**src/rtl/nerr_pkg.sv**
```systemverilog
package nerr_pkg;
   // register byte offsets
   localparam logic [11:0] OFF_PARITY_1     = 12'h010;
   localparam logic [11:0] OFF_STATUS_UPPER = 12'h014;
   localparam logic [11:0] OFF_PARITY_2     = 12'h018;
   localparam logic [11:0] OFF_PARITY_15    = 12'h04C;
   localparam logic [11:0] OFF_MODE         = 12'h1B0;
   // mode register fields
   localparam int          MODE_SWRST_BIT   = 8;
   localparam int          CT_RS_BIT        = 2;
   localparam logic [2:0]  CT_PAGE          = 3'h0;
   localparam logic [2:0]  CT_S256          = 3'h1;
   localparam logic [2:0]  CT_S512          = 3'h2;
   localparam logic [2:0]  MODE_RESET       = 3'h0;
   // parity word field positions
   localparam int          WORD_LSB         = 3;
   localparam int          S256_PAR_LSB     = 12;
   localparam int          S512_PAR_LSB     = 12;
   // status layout
   localparam logic [31:0] SR2_RESET        = 32'h00000000;
   localparam logic [31:0] SR2_RSVD_MASK    = 32'h88888888;
   localparam logic [3:0]  FLAG_FIRST_SEC   = 4'h8;
   localparam int          NIB_REC          = 0;
   localparam int          NIB_SINGLE       = 1;
   localparam int          NIB_MULTI        = 2;
   // parity storage
   localparam int          MEM_AW           = 5;
   localparam logic [3:0]  PARITY_FIRST     = 4'h1;
   localparam logic [3:0]  PARITY_LAST      = 4'hF;
   localparam logic [31:0] PARITY_RESET     = 32'h00000000;
   // bus answers
   localparam logic [1:0]  RESP_OKAY        = 2'h0;
   localparam logic [1:0]  RESP_SLVERR      = 2'h2;

   // one sector result from the hamming engine
   typedef struct packed {
      logic [3:0]  idx;
      logic [15:0] parity;
      logic [8:0]  word;
      logic [2:0]  bitpos;
      logic [2:0]  err_cnt;
   } nerr_sector_s;

   // one reed-solomon pass result
   typedef struct packed {
      logic [2:0] count;
      logic       fail;
   } nerr_rs_s;

   typedef enum logic [2:0] {
      ST_IDLE = 3'b001,
      ST_COPY = 3'b010,
      ST_LAST = 3'b100
   } nerr_commit_e;
endpackage

```
**src/rtl/nerr_parity_mem.sv**
```systemverilog
`timescale 1ns/1ns
module nerr_parity_mem
(
   // clock and reset
   input  wire logic                       aclk,
   input  wire logic                       aresetn,
   // write port
   input  wire logic                       we,
   input  wire logic [nerr_pkg::MEM_AW-1:0] waddr,
   input  wire logic [31:0]                wdata,
   // read port
   input  wire logic [nerr_pkg::MEM_AW-1:0] raddr,
   output logic      [31:0]                rdata_q
);
   import nerr_pkg::*;

   logic [31:0] mem [2**MEM_AW];

   // no reset on the array; validity masks above hide stale words
   always_ff @(posedge aclk)
   begin
      if (we)
         mem[waddr] <= wdata;
   end

   // registered read data
   always_ff @(posedge aclk)
   begin
      if (!aresetn)
         rdata_q <= PARITY_RESET;
      else
         rdata_q <= mem[raddr];
   end
endmodule

```
**src/rtl/nerr_top.sv**
```systemverilog
`timescale 1ns/1ns
module nerr_top
(
   // clock and reset
   input  wire logic                 aclk,
   input  wire logic                 aresetn,
   // axi4-lite write address
   input  wire logic [11:0]          s_axi_awaddr,
   input  wire logic                 s_axi_awvalid,
   output logic                      s_axi_awready,
   // axi4-lite write data
   input  wire logic [31:0]          s_axi_wdata,
   input  wire logic [3:0]           s_axi_wstrb,
   input  wire logic                 s_axi_wvalid,
   output logic                      s_axi_wready,
   // axi4-lite write response
   output logic [1:0]                s_axi_bresp,
   output logic                      s_axi_bvalid,
   input  wire logic                 s_axi_bready,
   // axi4-lite read address
   input  wire logic [11:0]          s_axi_araddr,
   input  wire logic                 s_axi_arvalid,
   output logic                      s_axi_arready,
   // axi4-lite read data
   output logic [31:0]               s_axi_rdata,
   output logic [1:0]                s_axi_rresp,
   output logic                      s_axi_rvalid,
   input  wire logic                 s_axi_rready,
   // page command and completion from the controller
   input  wire logic                 page_cmd,
   input  wire logic                 page_done,
   // hamming sector results
   input  wire logic                 sec_valid,
   output logic                      sec_ready,
   input  wire nerr_pkg::nerr_sector_s sec_res,
   // reed-solomon results
   input  wire logic                 rs_valid,
   input  wire nerr_pkg::nerr_rs_s   rs_res,
   // mode toward the rest of the unit
   output logic [2:0]                correction_type
);
   import nerr_pkg::*;

   // mode register and soft reset
   logic [2:0]   corr_type_q;
   logic         swrst_q;
   // write channel state
   logic         aw_have_q;
   logic         w_have_q;
   logic [11:0]  awaddr_q;
   logic [31:0]  wdata_q;
   logic [3:0]   wstrb_q;
   logic         bvalid_q;
   logic [1:0]   bresp_q;
   // read channel state
   logic         rd_pend_q;
   logic [11:0]  araddr_q;
   logic         rvalid_q;
   logic [31:0]  rdata_q;
   logic [1:0]   rresp_q;
   // results
   logic [3:0]   stage_nib_q [8];
   logic [3:0]   vis_nib_q [8];
   logic [15:0]  stage_valid_q;
   logic [15:0]  vis_valid_q;
   logic         rs_multi_q;
   logic [2:0]   rs_count_q;
   // commit walk
   nerr_commit_e st_q;
   nerr_commit_e st_d;
   logic [3:0]   cnt_q;
   // memory port
   logic [31:0]  mem_rdata;

   // pack a sector result into the register layout of the active mode
   function automatic logic [31:0] fmt(input logic [2:0] ct, input nerr_sector_s r);
      logic [31:0] w;
      w = 32'h0;
      if (ct == CT_PAGE)
         w = 32'(r.parity);
      else if (ct == CT_S256)
         w = (32'(r.parity[10:0]) << S256_PAR_LSB) | (32'(r.word[7:0]) << WORD_LSB) | 32'(r.bitpos);
      else if (ct == CT_S512)
         w = (32'(r.parity[11:0]) << S512_PAR_LSB) | (32'(r.word) << WORD_LSB) | 32'(r.bitpos);
      return w;
   endfunction

   // map a parity register address to its number 1..15
   function automatic logic [3:0] par_index(input logic [11:0] a);
      logic [11:0] d;
      d = a - OFF_PARITY_2;
      if (a == OFF_PARITY_1)
         return PARITY_FIRST;
      return d[5:2] + 4'h2;
   endfunction

   // handshakes and status decode
   wire commit_idle = st_q == ST_IDLE;
   wire commit_fin  = st_q == ST_LAST;
   wire sec_go      = sec_valid && sec_ready;
   wire rs_mode     = corr_type_q[CT_RS_BIT];
   wire rs_go       = rs_valid && rs_mode;
   // sector flags only in sectored types
   wire flags_used  = corr_type_q == CT_S256 || corr_type_q == CT_S512;
   wire wr_go       = aw_have_q && w_have_q && !bvalid_q;
   wire wr_mode     = wr_go && awaddr_q == OFF_MODE;
   wire ar_go       = s_axi_arvalid && s_axi_arready;

   assign s_axi_awready   = !aw_have_q && !bvalid_q;
   assign s_axi_wready    = !w_have_q && !bvalid_q;
   // reads wait out a commit so software never sees half a page
   assign s_axi_arready   = !rd_pend_q && !rvalid_q && commit_idle;
   assign sec_ready       = commit_idle;
   assign s_axi_bvalid    = bvalid_q;
   assign s_axi_bresp     = bresp_q;
   assign s_axi_rvalid    = rvalid_q;
   assign s_axi_rdata     = rdata_q;
   assign s_axi_rresp     = rresp_q;
   assign correction_type = corr_type_q;

   // address capture and write response
   always_ff @(posedge aclk)
   begin
      if (!aresetn)
      begin
         aw_have_q <= 1'b0;
         w_have_q  <= 1'b0;
         awaddr_q  <= 12'h000;
         wdata_q   <= 32'h0;
         wstrb_q   <= 4'h0;
         bvalid_q  <= 1'b0;
         bresp_q   <= RESP_OKAY;
      end
      else
      begin
         if (s_axi_awvalid && s_axi_awready)
         begin
            aw_have_q <= 1'b1;
            awaddr_q  <= s_axi_awaddr;
         end
         else if (wr_go)
            aw_have_q <= 1'b0;
         if (s_axi_wvalid && s_axi_wready)
         begin
            w_have_q <= 1'b1;
            wdata_q  <= s_axi_wdata;
            wstrb_q  <= s_axi_wstrb;
         end
         else if (wr_go)
            w_have_q <= 1'b0;
         if (wr_go)
         begin
            bvalid_q <= 1'b1;
            bresp_q  <= wr_mode ? RESP_OKAY : RESP_SLVERR; // result registers are read-only
         end
         else if (bvalid_q && s_axi_bready)
            bvalid_q <= 1'b0;
      end
   end

   // mode register; soft reset bit is a write-one pulse and reads zero
   always_ff @(posedge aclk)
   begin
      if (!aresetn)
      begin
         corr_type_q <= MODE_RESET;
         swrst_q     <= 1'b0;
      end
      else
      begin
         if (wr_mode && wstrb_q[0])
            corr_type_q <= wdata_q[2:0];
         swrst_q <= wr_mode && wstrb_q[1] && wdata_q[MODE_SWRST_BIT];
      end
   end

   // read decode on the captured address
   wire [3:0]  ra_idx   = par_index(araddr_q);
   wire        is_p1    = araddr_q == OFF_PARITY_1;
   wire        is_pn    = araddr_q >= OFF_PARITY_2 && araddr_q <= OFF_PARITY_15 && araddr_q[1:0] == 2'h0;
   wire        pr_hit   = is_p1 || is_pn;
   wire        is_sr2   = araddr_q == OFF_STATUS_UPPER;
   wire        is_mode  = araddr_q == OFF_MODE;
   wire [31:0] vis_flags;
   wire [31:0] stage_flags;
   // reed-solomon layout replaces the sector nibbles
   wire [31:0] sr2_val  = rs_mode ? {28'h0, rs_multi_q, rs_count_q} : vis_flags;
   // a parity word not yet filled reads as its reset value
   wire [31:0] pr_val   = vis_valid_q[ra_idx] ? mem_rdata : PARITY_RESET;
   wire [31:0] rd_mux   = pr_hit ? pr_val : is_sr2 ? sr2_val : is_mode ? {29'h0, corr_type_q} : 32'h0;
   wire        rd_ok    = pr_hit || is_sr2 || is_mode;

   // read pipeline: address and memory read on one edge, answer on the next
   always_ff @(posedge aclk)
   begin
      if (!aresetn)
      begin
         rd_pend_q <= 1'b0;
         araddr_q  <= 12'h000;
         rvalid_q  <= 1'b0;
         rdata_q   <= 32'h0;
         rresp_q   <= RESP_OKAY;
      end
      else
      begin
         rd_pend_q <= ar_go;
         if (ar_go)
            araddr_q <= s_axi_araddr;
         if (rd_pend_q)
         begin
            rvalid_q <= 1'b1;
            rdata_q  <= rd_mux;
            rresp_q  <= rd_ok ? RESP_OKAY : RESP_SLVERR;
         end
         else if (rvalid_q && s_axi_rready)
            rvalid_q <= 1'b0;
      end
   end

   // per-sector flags for sectors 8..15
   genvar g;
   generate
      for (g = 0; g < 8; g++)
      begin : g_sec
         wire hit = sec_go && flags_used && sec_res.idx == (FLAG_FIRST_SEC + 4'(g));
         always_ff @(posedge aclk)
         begin
            if (!aresetn || swrst_q)
               stage_nib_q[g] <= 4'h0;
            // flags follow the error count, top bit reserved
            else if (hit)
               stage_nib_q[g] <= {1'b0, sec_res.err_cnt > 3'h1, sec_res.err_cnt == 3'h1, sec_res.err_cnt != 3'h0};
            else if (page_cmd)
               stage_nib_q[g] <= 4'h0;
         end
         // visible copy changes only at the end of a commit
         always_ff @(posedge aclk)
         begin
            if (!aresetn || swrst_q)
               vis_nib_q[g] <= 4'h0;
            else if (commit_fin)
               vis_nib_q[g] <= stage_nib_q[g];
         end
         assign vis_flags[4*g +: 4]   = vis_nib_q[g];
         assign stage_flags[4*g +: 4] = stage_nib_q[g];
      end
   endgenerate

   // staged and visible word validity; an arriving result beats a clear
   always_ff @(posedge aclk)
   begin
      if (!aresetn || swrst_q)
      begin
         stage_valid_q <= 16'h0000;
         vis_valid_q   <= 16'h0000;
      end
      else
      begin
         if (sec_go)
            stage_valid_q[sec_res.idx] <= 1'b1;
         else if (page_cmd)
            stage_valid_q <= 16'h0000;
         if (commit_fin)
            vis_valid_q <= stage_valid_q;
      end
   end

   // each pass reports one sub-page; a new pass overwrites the last
   always_ff @(posedge aclk)
   begin
      if (!aresetn || swrst_q)
      begin
         rs_multi_q <= 1'b0;
         rs_count_q <= 3'h0;
      end
      // fail means more than four errors, count then zero
      else if (rs_go)
      begin
         rs_multi_q <= rs_res.fail;
         rs_count_q <= rs_res.fail ? 3'h0 : rs_res.count;
      end
      else if (page_cmd)
      begin
         rs_multi_q <= 1'b0;
         rs_count_q <= 3'h0;
      end
   end

   // commit walk: copy staged words 1..15 to visible slots
   always_comb
   begin
      st_d = st_q;
      unique case (st_q)
         ST_IDLE: st_d = page_done ? ST_COPY : ST_IDLE;
         ST_COPY: st_d = (cnt_q == PARITY_LAST) ? ST_LAST : ST_COPY;
         ST_LAST: st_d = ST_IDLE;
         default: st_d = ST_IDLE;
      endcase
   end

   always_ff @(posedge aclk)
   begin
      if (!aresetn)
      begin
         st_q  <= ST_IDLE;
         cnt_q <= PARITY_FIRST;
      end
      else
      begin
         st_q  <= st_d;
         cnt_q <= (st_q == ST_COPY) ? cnt_q + 4'h1 : PARITY_FIRST;
      end
   end

   // memory ports; the read lags one cycle so writes trail reads by one
   wire                copy_wr   = (st_q == ST_COPY && cnt_q != PARITY_FIRST) || commit_fin;
   wire [3:0]          copy_idx  = cnt_q - 4'h1;
   wire                mem_we    = copy_wr || sec_go;
   wire [MEM_AW-1:0]   mem_waddr = copy_wr ? {1'b1, copy_idx} : {1'b0, sec_res.idx};
   // layout by mode, location stored as the engine gives it
   wire [31:0]         mem_wdata = copy_wr ? mem_rdata : fmt(corr_type_q, sec_res);
   wire [MEM_AW-1:0]   mem_raddr = commit_idle ? {1'b1, par_index(s_axi_araddr)} : {1'b0, cnt_q};

   nerr_parity_mem u_mem
   (
      .aclk    (aclk),
      .aresetn (aresetn),
      .we      (mem_we),
      .waddr   (mem_waddr),
      .wdata   (mem_wdata),
      .raddr   (mem_raddr),
      .rdata_q (mem_rdata)
   );
endmodule

```
**config.mk**
```make
export PLATFORM = sky130hd
export DESIGN_NAME = nerr_top
export DESIGN_NICKNAME = d
export VERILOG_FILES = /design/src/rtl/nerr_pkg.sv /design/src/rtl/nerr_parity_mem.sv /design/src/rtl/nerr_top.sv
export SDC_FILE = /design/constraint.sdc
export NUM_CORES = 2
export LEC_CHECK = 0
export BUFFER_PORTS_ARGS = -buffer_cell sky130_fd_sc_hd__buf_4
export CAP_MARGIN = 20
export CORE_ASPECT_RATIO = 1.4
export CORE_UTILIZATION = 62
export DETAILED_ROUTE_END_ITERATION = 8
export GPL_TIMING_DRIVEN = 0
export PLACE_DENSITY = 0.8
export SLEW_MARGIN = 20
export SYNTH_ARGS = -nofsm -noshare
export SYNTH_HDL_FRONTEND = slang
export SYNTH_HIERARCHICAL = 1
export SYNTH_SLANG_ARGS = --single-unit
```
**constraint.sdc**
```tcl
create_clock -name aclk -period 4.8 [get_ports aclk]
set_input_delay 0 -clock aclk [delete_from_list [all_inputs] [get_ports aclk]]
set_output_delay 0 -clock aclk [all_outputs]
set_load 0.01 [all_outputs]
```
==> summary.txt <==
Routed WL: 143100 um
Yosys Warn Count: 6
DRC viols: 0
async set or reset register ratio after synthesis: 0
area of the die: 0.07761 mm2
Synth top area share: 0.6788
initial antenna violation count: 9
total clock sinks: 1220
Post-Syn Area: 0.04742 mm2
vias in the first global route: 29510
post-synth cell types: 66
CTS H-tree depth: 3
Fillers: 3876
Die X: 235.7 um
Final Max Tran Viols: 0
worst endpoint required time: 5.29 ns
Final Hold Fails: 0
FP Rows: 119
Bufs on Longest Clock Path: 3
largest net degree at the start of global routing: 33
min Tclk post-route: 4.735 ns
Highest Clock Rate: 211.2 MHz
Worst setup SP type: flop
Total Nets Final: 3157
number of synthesized flops with an enable pin: 1072
Final Setup Violations: 0
register bit total from synthesis: 1220
Syn-to-layout area delta: 18.46%
post-route cell area: 0.05618 mm2
FF-to-FF setup slack: 0.07 ns
Die H: 329.2 um
post-synthesis instance total: 2613
grt total ovfl: 0
Synth area leaders: edfxtp_1 68%, mux4_2 11%, dfxtp_1 6.2%
Hold Path Class: in -> reg
Vias per Instance: 7.138
Final Skew: 0.03362 ns
status: complete, no violations
ys flop type: edfxtp_1
most frequent cell after synthesis: edfxtp_1
via count: 29270
Setup CP Type: reg -> reg
Final GP Congestion: 0.9295
crit path launch: st_q[0]
critical path data arrival time: 5.22 ns
number of max-cap violations: 0
global-route wire length before repair: 202000 um
Leak: 0.01812 uW
TritonCTS clock tree: built
GRT Total Usage: 0.3708
relative slew slack: 0.2220
initial core utilization: 0.6282
worst-path maximum fanout: 10
Setup TNS: 0 ns
area leader, netlist: edfxtp_1
Commonest cells post-synth: 1072 x edfxtp_1, 224 x mux4_2, 185 x nand2_1
Worst-Margin Slew: 1.167 ns
initial DRC count: 4209
Syn Area/Cell: 18.15 um2
Final Cycle Share: 0.9864
Critical R2R Launch: st_q[0]
area of the core: 0.07549 mm2
CTS clock-pin slew for the worst setup and hold paths: 0.07 ns
Num CTS Buffers: 103
Post-Place Cell Area: 0.05136 mm2
Root Buffer: clkbuf_16
Placed Cells: 3772
First-pass DRT Iterations: 6
number of top-level pins: 155
Hold WS: 0.02238 ns
Peak VDD IR: 0.0002767 V
Hold Crit Start: sec_res[19]
RSZ-0062 raised after global routing: false
sequential fraction of the synthesis area: 0.7413
share of cells above drive strength 1: 0.2561
detailed-route wire length per cell: 34.89 um
later-pin clock latency in the skew report: 0.71 ns
post-route insts no fill: 4101
I/O Buffers: 121
Final Power: 22750 uW
post-detail-place hpwl: 87620 um
Post-DRT Antenna Nets: 0
Crit. End Element: flop
power per cell area: 404.9 mW/mm2
-- worst paths after layout --
| path | depth (start not counted) | to |
|---|---|---|
| worst min register to register | 2 | vis_valid_q[2] |
| worst min-delay path | 3 | u_mem/mem[24][16] |
| worst max register to register | 9 | u_mem/rdata_q[23] |
| worst max-delay path | 9 | u_mem/rdata_q[23] |
-- worst max-delay path, stage by stage (launching register included) --
cell and delay (ns):
dfxtp_1 0.47, nand2_1 0.24, a31oi_1 0.41, a22o_1 0.26, clkbuf_1 0.54, nor2b_1 0.24
buf_1 0.61, clkbuf_1 0.66, a22oi_1 0.21, a31oi_1 0.88
-- sequential cells by signal, indices dropped and copies added (netlist names), 2 cells and up --
name / count
u_mem/mem: 1024
s_axi_rdata: 32
u_mem/rdata_q: 32
stage_nib_q: 24
vis_nib_q: 24
stage_valid_q: 16
vis_valid_q: 16
araddr_q: 12
awaddr_q: 12
cnt_q: 4
wdata_q: 4
correction_type: 3
rs_count_q: 3
st_q: 3
wstrb_q: 2
-- area by class of cell --
type / instances / area [um2] / share of cell area
buffer: 162 / 792.0 / 0.01410
tap: 968 / 1211 / 0.02156
timing repair buffer: 321 / 3654 / 0.06504
clock buffer: 129 / 2755 / 0.04904
antenna: 2 / 5.005 / 0.00008909
multi-input combinational: 1214 / 11830 / 0.2105
sequential: 1220 / 35150 / 0.6258
inverter: 18 / 67.56 / 0.001203
clock inverter: 67 / 710.7 / 0.01265
-- stage by stage --
step / utilization / setup slack [ns]
detailed placement: 0.6804 / -0.1149
floorplan: - / 0.6343
CTS: 0.7425 / 0.06711
finish: 0.7442 / 0.06531
global route: 0.7441 / 0.02461
global placement: 0.6563 / -1.995
-- placed cells by master (no fill, tap or decap), types with 77 or more instances in the layout --
| cell | Yosys | layout |
|---|---|---|
| clkbuf_1 | 98 | 116 |
| nor2_1 | 133 | 101 |
| mux4_2 | 224 | 224 |
| buf_4 | 18 | 155 |
| clkbuf_16 | 0 | 103 |
| dfxtp_1 | 148 | 148 |
| dlygate4sd3_1 | 0 | 113 |
| mux2i_1 | 77 | 77 |
| edfxtp_1 | 1072 | 1072 |
| nand2_1 | 185 | 185 |
-- per-layer routing --
metal	global-route usage	wire (um)
met1	0.4278	44270
met2	0.6222	69730
met3	0.09687	18020
met4	0.2346	11010
met5	0	71
-- timing repair --
item | 4_1_cts | 5_1_grt
hold buffers | 113 | 0
endpoints found under the setup margin | 205 | 97
setup buffers | 6 | 12
pin swaps | 2 | 5
resized for setup | 2 | 0
hold endpoints to repair | 139 | 0
-- cell families (layout without fill, tap and decap cells) --
logic type / after synthesis / count (layout) / synth area share
AND/OR/NAND/NOR: 487 / 487 / 0.04929
adder cells (fa/ha/maj): 7 / 7 / 0.001847
XOR/XNOR: 9 / 9 / 0.001662
other: 1 / 4 / 0.00007908
buffers and inverters: 180 / 697 / 0.01797
multiplexers: 365 / 365 / 0.1378
AO/OA/AOI/OAI: 344 / 344 / 0.05000
flip-flops: 1220 / 1220 / 0.7413
-- report_power, final --
part,internal (uW),total [uW],switching [uW]
clock network,4750,8630,3880
logic,921,2330,1410
registers,11600,11800,182
total,17300,22700,5470
Note: power is estimated with default switching activity, not from simulation.
